`src/rtl/fpet_cfg.svh`:
```
// Purpose: Constants for the flash program and erase timer.
// Assumes: System clock of 10 MHz.
// Notes: Widths follow the count registers of the timing block.
`ifndef FPET_CFG_SVH
`define FPET_CFG_SVH
`define FPET_PSC_W 8
`define FPET_CNT_W 8
// One spare bit, so that an erase count of 255 does not wrap the interval to zero.
`define FPET_BIG_W 21
`define FPET_MUL_PROG 21'h000008
`define FPET_MUL_PAGE 21'h001000
`define FPET_MUL_BULK 21'h001000
`define FPET_MUL_BHOLD 21'h000008
`define FPET_MUL_ONE 21'h000001
`define FPET_BIG_ONE 21'h000001
`define FPET_OP_CODE_PROG 2'h0
`define FPET_OP_CODE_PAGE 2'h1
`define FPET_OP_CODE_BULK 2'h2
`define FPET_OP_CODE_NONE 2'h3
`define FPET_PSC_ZERO 8'h00
`define FPET_PSC_ONE 8'h01
`endif

```
`src/rtl/fpet_pkg.sv`:
```
// Purpose: Types for the flash program and erase timer.
// Assumes: Constants come from fpet_cfg.svh.
// Notes: None.
package fpet_pkg;
    typedef enum logic [2:0] {
        FPET_IDLE,
        FPET_SETUP,
        FPET_TRAN,
        FPET_PULSE,
        FPET_HOLD,
        FPET_RECOVER
    } fpet_state_t;

    typedef enum logic [1:0] {
        FPET_OP_PROG,
        FPET_OP_PAGE,
        FPET_OP_BULK
    } fpet_op_t;
endpackage : fpet_pkg

```
`src/rtl/fpet_tick.sv`:
```
// Purpose: Prescaler that gives one tick every prescale plus one clocks.
// Assumes: Prescale value is stable while the timer runs.
// Notes: Restart forces the count back so each interval starts aligned.
`timescale 1ns/1ps
`default_nettype none
`include "fpet_cfg.svh"
module fpet_tick (
    input wire logic clk,
    input wire logic rst_b,
    input wire logic restart,
    input wire logic [`FPET_PSC_W-1:0] prescale,
    output logic tick
);
    typedef struct packed {
        logic [`FPET_PSC_W-1:0] cnt;
    } fpet_tick_st_t;

    fpet_tick_st_t st_reg;
    fpet_tick_st_t st_next;

    always_comb
    begin
        st_next = st_reg;
        tick = 1'b0;
        if (restart)
        begin
            st_next.cnt = `FPET_PSC_ZERO;
        end
        else if (st_reg.cnt == prescale)
        begin
            st_next.cnt = `FPET_PSC_ZERO;
            tick = 1'b1;
        end
        else
        begin
            st_next.cnt = st_reg.cnt + `FPET_PSC_ONE;
        end
    end

    always_ff @(posedge clk or negedge rst_b)
    begin
        if (!rst_b)
        begin
            st_reg <= '0;
        end
        else
        begin
            st_reg <= st_next;
        end
    end
endmodule : fpet_tick
`default_nettype wire

```
`src/rtl/fpet_timer.sv`:
```
// Purpose: Sequences program and erase controls of the flash array.
// Assumes: Software keeps the count values within the array limits.
// Notes: Every interval is (prescale+1) x multiplier x (count+1) clocks.
// Overview of operation
// - Setup gap before strobe uses setup count.
// - Strobe to pulse gap uses transition count.
// - Program pulse spans eight times program count.
// - Page erase pulse spans 4096 times count.
// - Bulk erase pulse spans 4096 times count.
// - Strobe hold after program or page erase.
// - Strobe hold after bulk erase, eight times.
// - Recovery interval before array reuse.
// - Prescale chosen by selected array.
`timescale 1ns/1ps
`default_nettype none
`include "fpet_cfg.svh"
module fpet_timer (
    input wire logic CLK,
    input wire logic RST_B,
    input wire logic START,
    input wire logic [1:0] OP_SEL,
    input wire logic DATA_ARRAY_SEL,
    input wire logic [`FPET_PSC_W-1:0] CODE_ARRAY_PRESCALER,
    input wire logic [`FPET_PSC_W-1:0] DATA_ARRAY_PRESCALER,
    input wire logic [`FPET_CNT_W-1:0] SETUP_DELAY_COUNT,
    input wire logic [`FPET_CNT_W-1:0] TRANSITION_DELAY_COUNT,
    input wire logic [`FPET_CNT_W-1:0] PROGRAM_PULSE_COUNT,
    input wire logic [`FPET_CNT_W-1:0] PAGE_ERASE_COUNT,
    input wire logic [`FPET_CNT_W-1:0] BULK_ERASE_COUNT,
    input wire logic [`FPET_CNT_W-1:0] STORE_HOLD_COUNT,
    input wire logic [`FPET_CNT_W-1:0] BULK_STORE_HOLD_COUNT,
    input wire logic [`FPET_CNT_W-1:0] RECOVERY_COUNT,
    output logic PROGRAM_EN,
    output logic PAGE_ERASE_EN,
    output logic BULK_ERASE_EN,
    output logic STORAGE_STROBE,
    output logic PULSE_ACTIVE,
    output logic BUSY,
    output logic DONE
);
    typedef struct packed {
        fpet_pkg::fpet_state_t state;
        fpet_pkg::fpet_op_t op;
        logic data_sel;
        logic [`FPET_BIG_W-1:0] ticks;
        logic prog;
        logic page;
        logic bulk;
        logic strobe;
        logic pulse;
        logic done;
    } fpet_st_t;

    fpet_st_t st_reg;
    fpet_st_t st_next;
    logic tick;
    logic restart;
    logic last;
    logic [`FPET_PSC_W-1:0] prescale;
    logic [`FPET_BIG_W-1:0] pulse_len;
    logic [`FPET_BIG_W-1:0] hold_len;
    logic start_ok;
    logic [2:0] mode_sel;

    // Prescaler is latched per operation through the stored array select.
    assign prescale = st_reg.data_sel ? DATA_ARRAY_PRESCALER : CODE_ARRAY_PRESCALER;

    fpet_tick u_tick (
        .clk(CLK),
        .rst_b(RST_B),
        .restart(restart),
        .prescale(prescale),
        .tick(tick)
    );

    // Lengths are in prescaled ticks: multiplier times (count+1).
    function automatic logic [`FPET_BIG_W-1:0] fpet_len(
        input logic [`FPET_BIG_W-1:0] mul,
        input logic [`FPET_CNT_W-1:0] cnt
    );
        logic [2*`FPET_BIG_W-1:0] prod;
        prod = mul * ({{(`FPET_BIG_W-`FPET_CNT_W){1'b0}}, cnt} + `FPET_BIG_ONE);
        return prod[`FPET_BIG_W-1:0];
    endfunction : fpet_len

    always_comb
    begin
        case (st_reg.op)
            fpet_pkg::FPET_OP_PROG: pulse_len = fpet_len(`FPET_MUL_PROG, PROGRAM_PULSE_COUNT);
            fpet_pkg::FPET_OP_PAGE: pulse_len = fpet_len(`FPET_MUL_PAGE, PAGE_ERASE_COUNT);
            default: pulse_len = fpet_len(`FPET_MUL_BULK, BULK_ERASE_COUNT);
        endcase
        if (st_reg.op == fpet_pkg::FPET_OP_BULK)
        begin
            hold_len = fpet_len(`FPET_MUL_BHOLD, BULK_STORE_HOLD_COUNT);
        end
        else
        begin
            hold_len = fpet_len(`FPET_MUL_ONE, STORE_HOLD_COUNT);
        end
    end

    assign last = tick && (st_reg.ticks == `FPET_BIG_ONE);
    assign restart = (st_reg.state == fpet_pkg::FPET_IDLE);

    // The unused op code is dropped here, so a stray request never touches the array.
    assign start_ok = START && (OP_SEL != `FPET_OP_CODE_NONE);

    // One-hot mode lines for the op about to start.
    always_comb
    begin
        if (OP_SEL == `FPET_OP_CODE_PROG)
        begin
            mode_sel = 3'h4;
        end
        else if (OP_SEL == `FPET_OP_CODE_PAGE)
        begin
            mode_sel = 3'h2;
        end
        else if (OP_SEL == `FPET_OP_CODE_BULK)
        begin
            mode_sel = 3'h1;
        end
        else
        begin
            mode_sel = 3'h0;
        end
    end

    // Each phase loads its length on entry and moves on at its last tick.
    always_comb
    begin
        st_next = st_reg;
        st_next.done = 1'b0;
        if (tick && st_reg.state != fpet_pkg::FPET_IDLE)
        begin
            st_next.ticks = st_reg.ticks - `FPET_BIG_ONE;
        end
        case (st_reg.state)
            fpet_pkg::FPET_IDLE:
            begin
                if (start_ok)
                begin
                    st_next.op = fpet_pkg::fpet_op_t'(OP_SEL);
                    st_next.data_sel = DATA_ARRAY_SEL;
                    st_next.prog = mode_sel[2];
                    st_next.page = mode_sel[1];
                    st_next.bulk = mode_sel[0];
                    st_next.ticks = fpet_len(`FPET_MUL_ONE, SETUP_DELAY_COUNT);
                    st_next.state = fpet_pkg::FPET_SETUP;
                end
            end
            fpet_pkg::FPET_SETUP:
            begin
                if (last)
                begin
                    st_next.strobe = 1'b1;
                    st_next.ticks = fpet_len(`FPET_MUL_ONE, TRANSITION_DELAY_COUNT);
                    st_next.state = fpet_pkg::FPET_TRAN;
                end
            end
            fpet_pkg::FPET_TRAN:
            begin
                if (last)
                begin
                    st_next.pulse = 1'b1;
                    st_next.ticks = pulse_len;
                    st_next.state = fpet_pkg::FPET_PULSE;
                end
            end
            fpet_pkg::FPET_PULSE:
            begin
                if (last)
                begin
                    // Mode line drops at pulse end; strobe stays for the hold.
                    st_next.pulse = 1'b0;
                    st_next.prog = 1'b0;
                    st_next.page = 1'b0;
                    st_next.bulk = 1'b0;
                    st_next.ticks = hold_len;
                    st_next.state = fpet_pkg::FPET_HOLD;
                end
            end
            fpet_pkg::FPET_HOLD:
            begin
                if (last)
                begin
                    st_next.strobe = 1'b0;
                    st_next.ticks = fpet_len(`FPET_MUL_ONE, RECOVERY_COUNT);
                    st_next.state = fpet_pkg::FPET_RECOVER;
                end
            end
            fpet_pkg::FPET_RECOVER:
            begin
                if (last)
                begin
                    st_next.done = 1'b1;
                    st_next.state = fpet_pkg::FPET_IDLE;
                end
            end
            default:
            begin
                st_next.state = fpet_pkg::FPET_IDLE;
            end
        endcase
    end

    always_ff @(posedge CLK or negedge RST_B)
    begin
        if (!RST_B)
        begin
            st_reg <= '0;
        end
        else
        begin
            st_reg <= st_next;
        end
    end

    assign PROGRAM_EN = st_reg.prog;
    assign PAGE_ERASE_EN = st_reg.page;
    assign BULK_ERASE_EN = st_reg.bulk;
    assign STORAGE_STROBE = st_reg.strobe;
    assign PULSE_ACTIVE = st_reg.pulse;
    assign BUSY = (st_reg.state != fpet_pkg::FPET_IDLE);
    assign DONE = st_reg.done;
endmodule : fpet_timer
`default_nettype wire

```
`config.mk`:
```
export PLATFORM = sky130hd
export DESIGN_NAME = fpet_timer
export DESIGN_NICKNAME = d
export VERILOG_FILES = /design/src/rtl/fpet_pkg.sv /design/src/rtl/fpet_tick.sv /design/src/rtl/fpet_timer.sv
export VERILOG_INCLUDE_DIRS = /design/src /design/src/rtl
export SDC_FILE = /design/constraint.sdc
export NUM_CORES = 1
export LEC_CHECK = 0
export BUFFER_PORTS_ARGS = -buffer_cell sky130_fd_sc_hd__buf_2
export CAP_MARGIN = 20
export CORE_ASPECT_RATIO = 0.75
export CORE_MARGIN = 10
export CORE_UTILIZATION = 49
export CTS_CLUSTER_DIAMETER = 40
export CTS_CLUSTER_SIZE = 24
export DETAILED_ROUTE_END_ITERATION = 6
export GPL_TIMING_DRIVEN = 0
export PLACE_DENSITY = 0.78
export SLEW_MARGIN = 20
export SYNTH_ARGS = -nofsm -noshare
export SYNTH_HDL_FRONTEND = slang
export SYNTH_SLANG_ARGS = --single-unit
```
`constraint.sdc`:
```
create_clock -name CLK -period 2.4 [get_ports CLK]
set_input_delay 0.12 -clock CLK [delete_from_list [all_inputs] [get_ports CLK]]
set_output_delay 0.12 -clock CLK [all_outputs]
set_load 0.1 [all_outputs]
```
## Word-level counts from Yosys, hierarchy flattened

Index checks and enable logic that the tools add are counted.

| word-level totals | value |
|---|---|
| bits in latches | 0 |
| memory bits (read-only) | 0 |
| output and inout port bits | 7 |
| logic and storage cells | 84 |
| memories kept | 0 |
| bits in registers | 41 |
| bits in writable memories | 0 |

| operators by class | value |
|---|---|
| bitwise gates (word level) | 0 |
| reduce and logical (&&, ||, !) cells | 15 |
| shift-type cells | 0 |
| multipliers | 0 |
| eq/ne operators | 18 |
| muxes and demuxes | 30 |
| add/subtract/negate cells | 10 |
| div/mod/pow operators | 0 |
| magnitude comparators | 0 |

Operators with widths:

| operator | count |
|---|---|
| one-hot mux 21 bit (5 select lines) | 1 |
| 2-to-1 mux 21 bit | 4 |
| adder 8 x 1 -> 9 bit (second input constant) | 8 |
| one-hot mux 21 bit (2 select lines) | 1 |
| 2-to-1 mux 30 bit | 1 |
| 2-to-1 mux 24 bit | 1 |
| 2-to-1 mux 8 bit | 3 |
| equality test 21 x 1 -> 1 bit (second input constant) | 1 |
| subtractor 21 x 1 -> 21 bit (second input constant) | 1 |
| 2-to-1 mux 3 bit | 6 |
| one-hot mux 3 bit (6 select lines) | 1 |
| 2-to-1 mux 12 bit | 1 |
| != test 2 bit (second input constant) | 6 |
| AND reduction 3 bit | 3 |
| adder 8 x 1 -> 8 bit (second input constant) | 1 |
| equality test 8 bit | 1 |
| 2-to-1 mux 1 bit | 7 |
| equality test 3 x 2 -> 1 bit (second input constant) | 2 |
| equality test 3 bit (second input constant) | 2 |
| one-hot mux 3 bit (2 select lines) | 1 |
| AND reduction 6 bit | 1 |
| nonzero test 2 bit | 3 |
| equality test 2 x 1 -> 1 bit (second input constant) | 2 |
| equality test 2 bit (second input constant) | 2 |
| other kinds (9) | 13 |

## Depth between registers and ports, before layout

| depth | value |
|---|---|
| depth after elaboration | 8 |
| depth in mapped cells | 10 |
| gate-level depth less buffers | 9 |

## Cells and area by module

A second synthesis with hierarchy kept.

| unflattened totals | value |
|---|---|
| cell total of the unflattened synthesis | 418 |
| area total of the unflattened synthesis | 3641.0 um^2 |

By module, submodules not included:

| module | cells an instance | area each (um^2) | times used | seq. area each (um^2) |
|---|---|---|---|---|
| fpet_timer | 373 | 3131.8 | 1 | 825.8 |
| fpet_tick | 45 | 509.2 | 1 | 200.2 |

## Worst setup path after synthesis

Ideal clock, no wire load.

| path | value |
|---|---|
| path kind | register to register |
| start point | register st_reg[30] in the netlist's numbering |
| end point | register st_reg[23] in the netlist's numbering |
| library setup time | 0.121 ns |
| path buffers | 2 |
| setup slack | -0.757 ns |
| data required time | 2.279 ns |
| cell stages (with the launch flop) | 9 |
| arrival | 3.036 ns |
| period minus slack after synthesis | 3.157 ns |
| cells stage by stage | dfrtp_1 -> clkbuf_1 -> nor3_1 -> clkinv_1 -> nand3_1 -> clkbuf_1 -> nor2_1 -> xor2_1 -> a22o_1 |

RTL lines:

| element | RTL line | source |
|---|---|---|
| start, declared | fpet_timer.sv:54 | `fpet_st_t st_reg;` |
| start signal, assigned | fpet_timer.sv:216 | `st_reg <= st_next;` |

==> impl_metrics.ini <==
[timing]
final_hold_viol_count = 0
final.period_utilization = 1.12
fin_crit_ns = 2.69
finalSetupViolCount = 25
slew_violations = 0
fmax_ghz = 0.372
slew_headroom = 0.356
rsz0062_at_grt = yes
max_slew.worst_pin.slew_ns = 0.966
finClkSkew_ns = 0.0163
hold_ws_ns = 0.0190
fin_ws_ns = -0.291

[layout]
drive_gt1_frac = 0.360
final_common_cell = buf_2
final_area_um2 = 4860
syn_to_final_growth_pct = 34.5
fillCellCount = 586
mostFrequentLayoutCells = buf_2 (92), xnor2_1 (44), dfrtp_1 (40)
n_antenna_cell = 0
largest_register_ffs = 27
fin_nets = 648

[power]
vdd_drop_max_uv = 746
p_total_uw = 3530
p_comb_frac = 0.558
power_density_nw_per_um2 = 726
power_frac_seq = 0.308
sw_frac_of_total = 0.467
p_int_uw = 1880
power.switching_uw = 1650
clkPwrFrac = 0.133
power_leakage_uw = 0.00205

[synth]
synth_nets = 522
syn-cell-area_um2 = 3620
synthTopCellsByArea = dfrtp_1 (28%), xnor2_1 (11%), xor2_1 (7.7%)
synth_flop_cell = dfrtp_1
ys_warn_count = 0
ys_ff_latch = 41
ys_types = 61
yosys.area.top_type = dfrtp_1
syn_inst = 426
syn_avg_cell_area_um2 = 8.49
ys_seq_area_frac = 0.284
synthArstFlopShare = 1.00
synth_top_cell_area_share = 0.284
synth_edf_count = 0

[critical_path]
cp_data_arrival_time_ns = 2.88
rr_worst_depth = 9
startpoint_type = register
cp_data_required_time_ns = 2.59
critPathMaxFanout = 3
cp-end-kind = register
critical_path_class = register to register
ff2ff_setup_slack_ns = -0.29

[drt]
post_drt_wl_per_cell_um = 19.2
drtPass1Iterations = 7
vias = 4036
drtIter0Drc = 413
route.detailed.drc = 0
ant_nets = 0
routed_wl_um = 12600
viasPerCell = 6.17

[clock_tree]
cts.sinks = 41
cts_buffer_depth = 2
clk_latency_ns = 0.31
cts_inserted_buffers = 5
cts_tree = yes
cts_root_buf = clkbuf_8
clkSlewWorstSetupHoldPaths_ns = 0.09
htreeDepth = 2

[floorplanning]
rows = 27
core-area_um2 = 7260
initial_core_util = 0.498
pin_count = 93
fp.dieW_um = 119
die_area_um2 = 11300
die_h_um = 94.4

[status]
status = finished with violations
violations = setup timing

[global_routing]
use_met1 = 0.256
grt.total_usage = 0.202
antenna_found_initial = 0
overflow = 0
use_met3 = 0.0495
grt_pass1_vias = 3966
grt_pass1_wl_um = 18800
grt_busiest_layer = met2
grt_max_degree = 42
gr-usage-met2 = 0.341

[worst_hold_path]
hold_path.class = input pin to register
hold-path-cell-count = 3

[placed_design]
pre_cts_slack_ns = -0.590
hpwl_um = 8920
placed_cell_area_um2 = 4240
portBuffers = 92
gp_congestion = 0.943

[run]
drv_cap = 0
kinds of logic (layout without fill, tap and decap cells):
family,after synthesis,count (layout),share of synthesized area
simple gates,186,186,0.279
xor+xnor,76,76,0.184
compound gates,75,75,0.147
flops,41,41,0.284
buf+inv,21,148,0.0239
mux,17,17,0.0481
fa+ha+maj,10,10,0.0346
cells in the mapped netlist, types with 2 or more instances:
| master | instances |
|---|---|
| and3_1 | 8 |
| o31ai_1 | 2 |
| or4_2 | 3 |
| a21oi_1 | 9 |
| mux2_2 | 3 |
| or3_1 | 7 |
| nor2b_1 | 4 |
| dfrtp_1 | 41 |
| o221ai_1 | 5 |
| o22a_1 | 2 |
| xnor2_1 | 44 |
| a21o_1 | 2 |
| nand3_1 | 35 |
| mux2i_1 | 14 |
| o22ai_1 | 13 |
| xor2_1 | 32 |
| or4_4 | 3 |
| nor4_1 | 11 |
| o21ai_0 | 14 |
| nand4b_1 | 2 |
| a22oi_1 | 3 |
| and2_1 | 4 |
| a222oi_1 | 4 |
| a22o_1 | 5 |
| inv_1 | 6 |
| ha_1 | 10 |
| nor3_1 | 16 |
| nand2_1 | 31 |
| buf_2 | 3 |
| a221oi_1 | 3 |
| nand2b_1 | 4 |
| or4_1 | 2 |
| clkbuf_1 | 9 |
| nor2_1 | 37 |
| nand4_1 | 7 |
| and4_1 | 3 |
metal layers:
| metal | wire length [µm] | part of all wire | vias up |
|---|---|---|---|
| li1 | - | - | 1830 |
| met4 | 368 | 0.029 | 0 |
| met2 | 5900 | 0.47 | 249 |
| met5 | 0 | 0 | - |
| met1 | 5000 | 0.40 | 1916 |
| met3 | 1310 | 0.10 | 41 |
worst max-delay path, cell delays in order, from the launching register on:
cell and delay, ns:
dfrtp_1 0.43, or3_4 0.41, buf_6 0.13, or4_4 0.44
nor3_4 0.23, buf_6 0.14, o2111ai_1 0.11, a21oi_1 0.24
o21ai_0 0.20, a22o_1 0.24
stage by stage:
step | setup TNS (ns) | instances | util
after global placement | -10.27 | 619 | 0.584
after detailed placement | -12.09 | 619 | 0.584
after floorplan | -0.203 | 426 | -
after global routing | -5.13 | 654 | 0.670
after CTS | -1.35 | 641 | 0.631
final | -2.68 | 654 | 0.670
power by group through the flow:
stage / combinational, µW / sequential (µW) / clock (µW)
2_1_floorplan: 1000 / 1190 / 0
3_3_place_gp: 1500 / 1050 / 0
3_5_place_dp: 1550 / 1060 / 0
4_1_cts: 1720 / 1060 / 467
5_1_grt: 2110 / 1110 / 503
6_report: 1970 / 1090 / 471
cell type report:
class	count	area (µm²)	area share
Buffer	14	87.6	0.0180
Clock buffer	5	68.8	0.0141
Clock inverter	3	17.5	0.00360
Inverter	7	31.3	0.00643
Multi-Input combinational cell	364	2820	0.580
Sequential cell	41	1030	0.211
Tap cell	101	126	0.0260
Timing Repair Buffer	119	684	0.141
final timing paths:
check                                       start                     end
max                          st_reg[20]$_DFF_PN0_     st_reg[9]$_DFF_PN0_
min                                DATA_ARRAY_SEL  st_reg[27]$_DFFE_PN0P_
max reg2reg                  st_reg[20]$_DFF_PN0_     st_reg[9]$_DFF_PN0_
min reg2reg                PROGRAM_EN$_DFFE_PN0P_  PROGRAM_EN$_DFFE_PN0P_
max in group asynchronous                   RST_B  st_reg[28]$_DFFE_PN0P_
min in group asynchronous                   RST_B    st_reg[25]$_DFF_PN0_
repair_timing:
item / in CTS / in global routing
hold buffers: 1 / 0
endpoints found under the setup margin: 30 / 31
pin swaps: 17 / 22
resized for setup: 38 / 40
endpoints found under the hold margin: 23 / 0
cloned: 1 / 1
buffers inserted: 13 / 14
(Power assumes the default switching activity.)
